[src/serial_status_pkg.sv]
// Package: register map, field positions and carrier types of the serial port pin status block
package serial_status_pkg;

	// ****************************************
	// Register map (byte addresses, Wishbone)
	// ****************************************
	localparam logic [15:0] STATUS_REG_IDX = 16'hFFF6;
	localparam logic [17:0] STATUS_ADDR = {STATUS_REG_IDX, 2'b00};
	localparam logic [17:0] CONTROL_ADDR = 18'h3FFE0;
	localparam logic [17:0] RXDATA_ADDR = 18'h3FFE4;
	localparam logic [17:0] IRQ_STATUS_ADDR = 18'h3FFE8;
	localparam logic [17:0] IRQ_MASK_ADDR = 18'h3FFEC;
	localparam logic [17:0] RXLOAD_ADDR = 18'h3FFF0;

	// ****************************************
	// Field positions
	// ****************************************
	localparam int PIN_LEVEL_LSB = 0;
	localparam int CHANGE_FLAG_LSB = 4;
	localparam int RX_READY_BIT = 8;
	localparam int PORT_ENABLE_BIT = 4;
	localparam int IRQ_RX_BIT = 0;
	localparam int IRQ_PIN_LSB = 1;

	// ****************************************
	// Reset values
	// ****************************************
	localparam logic [3:0] DIRECTION_RST = 4'h0;
	localparam logic PORT_ENABLE_RST = 1'b0;
	localparam logic [4:0] IRQ_MASK_RST = 5'h00;
	localparam logic [7:0] RX_DATA_RST = 8'h00;
	localparam logic [3:0] PIN_OUT_RST = 4'h0;

	// ****************************************
	// Carrier types
	// ****************************************
	typedef struct packed {
		logic [17:0] adr;
		logic [31:0] datW;
		logic [3:0] sel;
		logic we;
		logic stb;
		logic cyc;
	} wb_req_t;

	typedef struct packed {
		logic [3:0] pinIn;
		logic [7:0] rxChar;
		logic rxStrobe;
	} link_in_t;

endpackage : serial_status_pkg

[src/serial_port_pin_status_detect.sv]
// Module: serial port status low half with pin change detect and Wishbone slave
//
// Design decision made here: register access over Wishbone.
`timescale 1ns/1ps
module serial_port_pin_status_detect
	import serial_status_pkg::*;
#(
	parameter int PIN_COUNT = 4
) (
	input wire logic core_clk,
	input wire logic reset_n,
	input wire wb_req_t wbReq,
	output logic [31:0] wbDatR,
	output logic wbAck,
	output logic wbErr,
	input wire link_in_t linkIn,
	output logic [3:0] pinOut,
	output logic [3:0] pinOe,
	output logic serialSharedIrq
);

	if (PIN_COUNT != 4) begin : g_bad_pins
		$error("PIN_COUNT must be 4");
	end

	// ****************************************
	// State
	// ****************************************
	logic [3:0] pinSyncA_r, pinSync_r, pinPrev_r;
	logic [3:0] pinSyncA_nxt, pinSync_nxt, pinPrev_nxt;
	logic [3:0] changeFlag_r, changeFlag_nxt;
	logic [3:0] direction_r, direction_nxt;
	logic [3:0] pinOut_r, pinOut_nxt;
	logic portEnable_r, portEnable_nxt;
	logic rxReady_r, rxReady_nxt;
	logic [7:0] rxData_r, rxData_nxt;
	logic [4:0] irqStatus_r, irqStatus_nxt;
	logic [4:0] irqMask_r, irqMask_nxt;
	logic [31:0] datR_r, datR_nxt;
	logic ack_r, ack_nxt;
	logic err_r, err_nxt;
	logic irq_r, irq_nxt;
	logic [3:0] pinChange;
	logic rxEvent;
	logic access, wrLow, wrHigh;

	function automatic logic hit(input logic [17:0] a, input logic [17:0] base);
		hit = (a == base);
	endfunction : hit

	function automatic logic mapped(input logic [17:0] a);
		mapped = hit(a, STATUS_ADDR) || hit(a, CONTROL_ADDR) || hit(a, RXDATA_ADDR)
			|| hit(a, IRQ_STATUS_ADDR) || hit(a, IRQ_MASK_ADDR) || hit(a, RXLOAD_ADDR);
	endfunction : mapped

	// ****************************************
	// Pin sampling and change detect
	// ****************************************
	// Either edge counts; a pulse shorter than one clock may go unseen
	always_comb begin
		pinSyncA_nxt = linkIn.pinIn;
		pinSync_nxt = pinSyncA_r;
		pinPrev_nxt = pinSync_r;
	end

	genvar gi;
	for (gi = 0; gi < 4; gi++) begin : g_pin
		assign pinChange[gi] = (pinSync_r[gi] != pinPrev_r[gi])
			&& !direction_r[gi] && portEnable_r;
	end

	// ****************************************
	// Bus decode
	// ****************************************
	// Ack is registered, so every access takes exactly one wait cycle
	assign access = wbReq.cyc && wbReq.stb && !ack_r && !err_r;
	assign wrLow = access && wbReq.we && wbReq.sel[0];
	assign wrHigh = access && wbReq.we && wbReq.sel[1];
	// Receiver model: an external strobe loads a character; software may also load one
	assign rxEvent = linkIn.rxStrobe || (wrLow && hit(wbReq.adr, RXLOAD_ADDR));

	// Unmapped addresses answer with err and change nothing
	always_comb begin
		changeFlag_nxt = changeFlag_r;
		direction_nxt = direction_r;
		pinOut_nxt = pinOut_r;
		portEnable_nxt = portEnable_r;
		rxReady_nxt = rxReady_r;
		rxData_nxt = rxData_r;
		irqStatus_nxt = irqStatus_r;
		irqMask_nxt = irqMask_r;
		datR_nxt = 32'h0000_0000;
		ack_nxt = 1'b0;
		err_nxt = 1'b0;
		if (access) begin
			ack_nxt = 1'b1;
			case (1'b1)
				hit(wbReq.adr, STATUS_ADDR): begin
					datR_nxt[RX_READY_BIT] = rxReady_r;
					datR_nxt[CHANGE_FLAG_LSB +: 4] = changeFlag_r;
					for (int i = 0; i < 4; i++) begin
						datR_nxt[PIN_LEVEL_LSB + i] = direction_r[i] ? pinOut_r[i]
							: pinSync_r[i];
					end
					if (wrLow) begin
						changeFlag_nxt = changeFlag_r & ~wbReq.datW[CHANGE_FLAG_LSB +: 4];
						pinOut_nxt = wbReq.datW[PIN_LEVEL_LSB +: 4];
					end
				end
				hit(wbReq.adr, CONTROL_ADDR): begin
					datR_nxt[3:0] = direction_r;
					datR_nxt[PORT_ENABLE_BIT] = portEnable_r;
					if (wrLow) begin
						direction_nxt = wbReq.datW[3:0];
						portEnable_nxt = wbReq.datW[PORT_ENABLE_BIT];
					end
				end
				hit(wbReq.adr, RXDATA_ADDR): begin
					datR_nxt[7:0] = rxData_r;
					if (!wbReq.we) begin
						rxReady_nxt = 1'b0;
					end
				end
				hit(wbReq.adr, IRQ_STATUS_ADDR): begin
					datR_nxt[4:0] = irqStatus_r;
					if (wrLow) begin
						irqStatus_nxt = irqStatus_r & ~wbReq.datW[4:0];
					end
				end
				hit(wbReq.adr, IRQ_MASK_ADDR): begin
					datR_nxt[4:0] = irqMask_r;
					if (wrLow) begin
						irqMask_nxt = wbReq.datW[4:0];
					end
				end
				hit(wbReq.adr, RXLOAD_ADDR): begin
				end
				default: begin
					ack_nxt = 1'b0;
					err_nxt = 1'b1;
				end
			endcase
		end
		// Hardware set wins over software clear in the same cycle
		changeFlag_nxt = changeFlag_nxt | pinChange;
		if (rxEvent) begin
			rxReady_nxt = 1'b1;
			rxData_nxt = linkIn.rxStrobe ? linkIn.rxChar : wbReq.datW[7:0];
		end
		irqStatus_nxt[IRQ_RX_BIT] = irqStatus_nxt[IRQ_RX_BIT] | rxEvent;
		irqStatus_nxt[IRQ_PIN_LSB +: 4] = irqStatus_nxt[IRQ_PIN_LSB +: 4] | pinChange;
		irq_nxt = |(irqStatus_nxt & irqMask_nxt);
	end

	// Upper byte lane holds nothing writable here
	logic unusedHigh;
	assign unusedHigh = wrHigh;

	// ****************************************
	// Registers
	// ****************************************
	always_ff @(posedge core_clk or negedge reset_n) begin
		if (!reset_n) begin
			pinSyncA_r <= 4'h0;
			pinSync_r <= 4'h0;
			pinPrev_r <= 4'h0;
			changeFlag_r <= 4'h0;
			direction_r <= DIRECTION_RST;
			pinOut_r <= PIN_OUT_RST;
			portEnable_r <= PORT_ENABLE_RST;
			rxReady_r <= 1'b0;
			rxData_r <= RX_DATA_RST;
			irqStatus_r <= 5'h00;
			irqMask_r <= IRQ_MASK_RST;
			datR_r <= 32'h0000_0000;
			ack_r <= 1'b0;
			err_r <= 1'b0;
			irq_r <= 1'b0;
			pinOut <= 4'h0;
			pinOe <= 4'h0;
		end else begin
			pinSyncA_r <= pinSyncA_nxt;
			pinSync_r <= pinSync_nxt;
			pinPrev_r <= pinPrev_nxt;
			changeFlag_r <= changeFlag_nxt;
			direction_r <= direction_nxt;
			pinOut_r <= pinOut_nxt;
			portEnable_r <= portEnable_nxt;
			rxReady_r <= rxReady_nxt;
			rxData_r <= rxData_nxt;
			irqStatus_r <= irqStatus_nxt;
			irqMask_r <= irqMask_nxt;
			datR_r <= datR_nxt;
			ack_r <= ack_nxt;
			err_r <= err_nxt;
			irq_r <= irq_nxt;
			pinOut <= pinOut_nxt;
			pinOe <= direction_nxt;
		end
	end

	assign wbDatR = datR_r;
	assign wbAck = ack_r;
	assign wbErr = err_r;
	assign serialSharedIrq = irq_r;
endmodule : serial_port_pin_status_detect

[config.mk]
export PLATFORM = sky130hd
export DESIGN_NAME = serial_port_pin_status_detect
export DESIGN_NICKNAME = d
export VERILOG_FILES = /design/src/serial_status_pkg.sv /design/src/serial_port_pin_status_detect.sv
export SDC_FILE = /design/constraint.sdc
export NUM_CORES = 1
export LEC_CHECK = 0
export BUFFER_PORTS_ARGS = -buffer_cell sky130_fd_sc_hd__buf_2
export CAP_MARGIN = 20
export CORE_MARGIN = 3
export CORE_UTILIZATION = 45
export DETAILED_ROUTE_END_ITERATION = 10
export PLACE_DENSITY = 0.85
export SETUP_SLACK_MARGIN = 0.2
export SLEW_MARGIN = 25
export SYNTH_ARGS = -nofsm -noshare
export SYNTH_HDL_FRONTEND = slang
export SYNTH_SLANG_ARGS = --single-unit
export TNS_END_PERCENT = 5
[constraint.sdc]
create_clock -name core_clk -period 2.3 [get_ports core_clk]
set_clock_uncertainty 0.1 [all_clocks]
set_input_delay 0.345 -clock core_clk [delete_from_list [all_inputs] [get_ports core_clk]]
set_output_delay 0.345 -clock core_clk [all_outputs]
set_load 0.01 [all_outputs]
# Word-level counts from Yosys, hierarchy flattened
# Index checks and enable logic that the tools add are counted.
totals:
  register_bits: 56
  latchBits: 0
  ramBits: 0
  romBits: 0
  input_bits: 72
  out_inout_bits: 43
  n_memories: 0
op_classes:
  add_sub_neg: 0
  mul: 0
  n_div: 0
  magnitude_cmp: 0
  eq_ne: 13
  shift: 0
  mux: 51
  n_bitwise: 9
  reduce_logical: 27
ops:
  columns: ["op", "count"]
  rows:
  - ["$eq 18x18->1 const B", 6]
  - ["$mux 5", 18]
  - ["$mux 1", 25]
  - ["$logic_and 1x1->1", 14]
  - ["$mux 4", 3]
  - ["$and 5x5->5", 2]
  - ["$mux 3", 3]
  - ["$mux 9", 1]
  - ["$mux 8", 1]
  - ["$or 4x4->4", 2]
  - ["$logic_not 1->1", 6]
  - ["$not 5->5", 1]
  - ["$reduce_and 5->1", 1]
  - ["$reduce_or 5->1", 1]
  - ["$and 4x4->4", 1]
  - ["$ne 1x1->1", 4]
  - ["$ne 2x2->1 const B", 2]
  - ["$not 4->4", 1]
  - ["$reduce_and 4->1", 1]
  - ["$reduce_bool 2->1", 2]
  - ["$reduce_and 3->1", 1]
  - ["$ne 2x1->1 const B", 1]
  - ["$logic_or 1x1->1", 1]
  - ["$not 1->1", 1]
  - ["$or 1x1->1", 1]

# Longest topological paths before layout
depth:
  ltp_word: 14
  mapped_depth: 7

# Worst setup path after synthesis
# No wires, ideal clock.
synth_timing:
  path_kind: "reg-to-reg"
  startpoint: "register err_r, in the netlist wbErr"
  endpoint: "register irq_r, in the netlist serialSharedIrq"
  setup_time_ps: 129
  arrival_ps: 1839
  setup_slack_ps: 233
  stages_incl_launch_ff: 8
  period_less_slack_ps: 2067
  cell_sequence: "dfrtp_1 -> nand4bb_1 -> buf_2 -> nor2_1 -> nand3_2 -> mux2_1 -> a22oi_1 -> nand3b_1"
synth_between:
  elab_chain_len: 13
  elab_cells_between_ends: 23
  classes_between: "mux (13); bitwise (3); reduce/logical (7)"
synth_rtl:
  columns: ["element", "line", "rtl"]
  rows:
  - ["from (decl)", "serial_port_pin_status_detect.sv:41", "logic err_r, err_nxt;"]
  - ["from (signal assigned)", "serial_port_pin_status_detect.sv:195", "err_r <= err_nxt;"]
  - ["$logic_not 1->1 (*)", "serial_port_pin_status_detect.sv:76", "assign access = wbReq.cyc && wbReq.stb && !ack_r && !err_r;"]
  - ["$logic_and 1x1->1 (*)", "serial_port_pin_status_detect.sv:76", null]
  - ["$logic_and 1x1->1", null, null]
  - ["$logic_and 1x1->1", "serial_port_pin_status_detect.sv:77", "assign wrLow = access && wbReq.we && wbReq.sel[0];"]
  - ["$mux 5", "serial_port_pin_status_detect.sv:132", "if (wrLow) begin"]
  - ["$mux 5 (5 in series)", "serial_port_pin_status_detect.sv:97", "case (1'b1)"]
  - ["$mux 5 (*)", "serial_port_pin_status_detect.sv:95", "if (access) begin"]
  - ["net irqMask_nxt[2]", "serial_port_pin_status_detect.sv:38", "logic [4:0] irqMask_r, irqMask_nxt;"]
  - ["$and 5x5->5 (*)", "serial_port_pin_status_detect.sv:152", "irq_nxt = |(irqStatus_nxt & irqMask_nxt);"]
  - ["$reduce_or 5->1 (*)", "serial_port_pin_status_detect.sv:152", null]
  - ["net irq_nxt", "serial_port_pin_status_detect.sv:42", "logic irq_r, irq_nxt;"]
  - ["to (signal assigned)", "serial_port_pin_status_detect.sv:196", "irq_r <= irq_nxt;"]
  - ["to (decl)", "serial_port_pin_status_detect.sv:42", null]
# The timed path passes the listed nets; every way through them passes the cells marked *.
# A chain may end at the register's enable or synchronous reset.

# Final worst setup path
layout_timing:
  startpoint: "register err_r, in the netlist wbErr"
  endpoint: "register direction_r[3]"
layout_between:
  elab_chain_len: 5
layout_rtl:
  columns: ["element", "line", "rtl"]
  rows:
  - ["$logic_not 1->1 (*)", "serial_port_pin_status_detect.sv:76", null]
  - ["$logic_and 1x1->1 (*)", "serial_port_pin_status_detect.sv:76", null]
  - ["$logic_and 1x1->1", null, null]
  - ["$logic_and 1x1->1", "serial_port_pin_status_detect.sv:77", null]
  - ["$reduce_and 4->1 (no line) (*)", null, null]
  - ["to (signal assigned)", "serial_port_pin_status_detect.sv:186", "direction_r <= direction_nxt;"]
  - ["to (decl)", "serial_port_pin_status_detect.sv:32", "logic [3:0] direction_r, direction_nxt;"]
# Every way passes the cells marked *; elsewhere a longest branch is shown, timed or not.

==> flow_results.org <==
** Worst setup path
- By startpoint and endpoint, the worst setup path is classified as reg -> reg.
- Among cell families on the critical path, the largest total delay comes from simple AND/OR/NAND/NOR gates.
- Together, buffers and inverters on the worst path number 1.
- Launching element type of the critical path :: register
- Cell with the biggest individual delay on the critical path :: or3_1
- Worst Setup End Kind :: register
- CP max stage delay :: 0.52 ns
- STA puts the critical path data required time at 2.39 ns.
- Traced cell by cell, the critical path runs through nand4bb_1 -> buf_4 -> or3_1 -> mux2_1.
- In this run the worst path has a maximum fanout of 9.
- Worst Path Arrival :: 2.03 ns

** Floorplanning
- The initial utilization of the core area, before any placement, comes to a little under half.
- The die is 82.8 um wide.
- After floorplanning, the core was divided into 27 placement rows.
- approximately 120 I/O pins were placed.
- The die covers 6850 um2.
- Y dimension of the die :: 82.8 um
- Core outline area :: 5610 um2

** STA
- Setup slack on the critical path of the routed design comes to 0.368 ns.
- For the final routed database, the setup TNS stands at 0 ns.
- The max-slew violation total from the final report was 0.
- Maximum clock frequency :: just over 0.5 GHz
- Post-route fraction of the period consumed by the critical path :: 84.0%
- Final hold vios :: 0
- Minimum period implied by the final worst setup slack :: 1.93 ns
- Transition time at the pin with the least slew margin :: 0.627 ns
- Setup repair after global routing left no endpoint under its margin.
- Max-slew headroom :: roughly three fifths
- Setup violations remaining at the end of the flow were counted as 0.

** Clock network
- Deepest clock path buffer count :: 2
- In this run the post-CTS setup repair buffer count came out at 0.
- The clock reaches the later pin of the worst-skew pair after 0.31 ns.
- Clock edge transition at the registers on the reported setup and hold paths :: 0.09 ns
- The H-tree generated during clock tree synthesis spans 2 levels.
- Number of buffers inserted during clock tree synthesis :: 5
- CTS root buffer :: clkbuf_8
- Clock tree from TritonCTS :: built
- Sinks on Clock Net :: 56

** Placement
- Post-place setup slack :: 0.0748 ns
- RePlAce Congestion :: 0.867
- After detailed placement, the total cell area comes to a little over 3000 um2.
- In this run the tool buffered the top-level ports with 64 buffer cells.
- The HPWL after detailed placement is 4.68 mm.

** Logic synthesis
- Top flip-flop cell by instance count after synthesis :: dfrtp_1
- Post-synthesis cell type count :: 47
- Yosys mapped a number of flops with a built-in enable equal to 0.
- Synthesis handed over a netlist of 242 instances.
- Netlist area before placement :: between 2000 and 3000 um2
- Share of async-settable or async-resettable flops after synthesis :: 100%
- The synthesized design contains 56 register bits.
- The share of the Yosys chip area taken by registers is 52.8%.
- Yosys printed 0 warnings.
- Post-synthesis area per instance :: 11.0 um2

** Drt
- Routed Wire Length :: 5.92 mm
- The detail route stage leaves a number of antenna-violating nets equal to 0.
- Before antenna repair, the detailed router went through 4 iterations.
- The routed layout has around 2000 vias.
- Number of design rule violations left after detail routing :: 0
- Using the TritonRoute via totals, the vias-per-cell ratio works out to 5.16.
- Starting DRT DRC Count :: approximately 180
- Per-cell routed wire length :: 15.0 um

** Global route
- Overall global routing resource usage :: 18.5%
- Initial antenna violation count :: 0
- Largest net degree at the start of global routing :: 31
- Vias in the first global route :: 1986
- The first global-routing pass estimated 9.43 mm of wire.
- The total overflow left after global routing is 0.

** Pwr
- The worst-case IR drop observed on VDD is 0.000370 V.
- Cell leakage power :: 1.66 nW
- Summing internal, switching and leakage power gives approximately 0.0018 W.
- Pwr dens :: 552 nW/um2

** Finish
- Top library cells by usage in the layout, fill and taps aside :: buf_2, dfrtp_1, nand2_1, conb_1, buf_4
- After routing the design area is 3190 um2.
- The area growth from synthesis to layout is 20.1%.
- The repair_antennas step left the layout with diodes totalling 0.
- Cells fill 56.8% of the core in the end.
- The library cell used most frequently in the layout, excluding fill and tap cells, is buf_2.
- Of the cells placed in the final design, the portion with a size suffix greater than 1 is 30.7%.
- Net count reported at finish :: 394

** Outcome
- The run finished with clean final reports.

** Flow run
- Max-Cap Viols :: 0

** Worst hold path
- The tightest min-delay check is of the in -> reg type.
-- power by group --
part           leakage (nW)  internal (W)  switching (W)
clock                0.0503      0.000269       0.000297
combinational         0.881     0.0000676       0.000100
sequential            0.729       0.00101      0.0000148
-- final cells by class --
cell class                 instances  area (um2)
clock buffer                       7        96.3
fill                             498        2420
inverter                           4        15.0
multi-input combinational        174        1120
sequential                        56        1400
tap                               72        90.1
timing repair buffer              81         463
-- metal layers --
metal	track usage [%]	up-vias	routed length, um
li1	-	972	-
met3	4.97	7	416
met2	29.5	70	2820
met5	0	-	0
met4	5.88	0	72
met1	24.5	985	2610
-- worst register-to-register path: stages, from the launching register on --
cell and delay (ns):
dfrtp_1 0.38, nand4bb_1 0.25, buf_4 0.21, or3_1 0.52, mux2_1 0.37
-- sequential cells by signal, indices dropped and copies added (netlist names), 4 cells and up --
name / flops
rxData_r: 8
irqStatus_r: 5
pinOut_r: 4
irqMask_r: 5
pinSyncA_r: 4
pinPrev_nxt: 4
changeFlag_r: 4
wbDatR: 9
direction_r: 4
pinPrev_r: 4
-- cell usage after synthesis (3+ instances only) --
cell type	n	area share [%]
o21ai_1	13	2.5
nor3b_1	5	1.4
a22o_1	3	0.99
dfrtp_1	56	53
nand2b_1	5	1.2
a21oi_1	13	2.5
inv_1	4	0.57
nand4_1	6	1.4
mux2_2	3	1.3
clkbuf_1	4	0.57
a21o_1	7	2.0
xnor2_1	4	1.3
a31oi_1	3	0.71
nor2_1	7	0.99
o221ai_1	4	1.3
mux2i_1	10	3.8
buf_4	23	6.5
mux2_1	10	4.2
nand2_1	23	3.3
nand3_1	3	0.57
-- timing repair --
action	CTS	global route
endpoints found under the setup margin	0	1
gates resized for setup	0	1
endpoints found under the hold margin	26	0
hold buffers	1	0
-- through the flow --
step / std cells / hold slack (ns)
3_3_place_gp: 386 / 0.231
5_1_grt: 394 / 0.0207
4_1_cts: 394 / 0.0237
3_5_place_dp: 386 / 0.236
6_report: 394 / 0.0337
2_1_floorplan: 264 / -0.0506
-- path summary, 6_finish.rpt --
path | start | endpoint | slack [ns] | cells after the start
setup / recovery | wbErr$_DFF_PN0_ | direction_r[3]$_DFFE_PN0P_ | 0.37 | 4
hold / removal | linkIn[9] | pinSyncA_r[0]$_DFF_PN0_ | 0.03 | 1
setup reg to reg | wbErr$_DFF_PN0_ | direction_r[3]$_DFFE_PN0P_ | 0.37 | 4
hold reg to reg | pinSyncA_r[2]$_DFF_PN0_ | pinPrev_nxt[2]$_DFF_PN0_ | 0.25 | 0
max in group asynchronous | reset_n | wbDatR[2]$_DFF_PN0_ | 1.04 | 3
min in group asynchronous | reset_n | serialSharedIrq$_DFF_PN0_ | 0.48 | 2
-- logic make-up after synthesis --
group | after synthesis | synth area share [%]
XOR/XNOR | 4 | 1.32
other | 1 | 0.141
buffers and inverters | 34 | 8.16
multiplexers | 23 | 9.29
AO/OA/AOI/OAI | 52 | 12.3
flip-flops | 56 | 52.8
AND/OR/NAND/NOR | 72 | 15.9
Power figures use the tool's default switching activity.
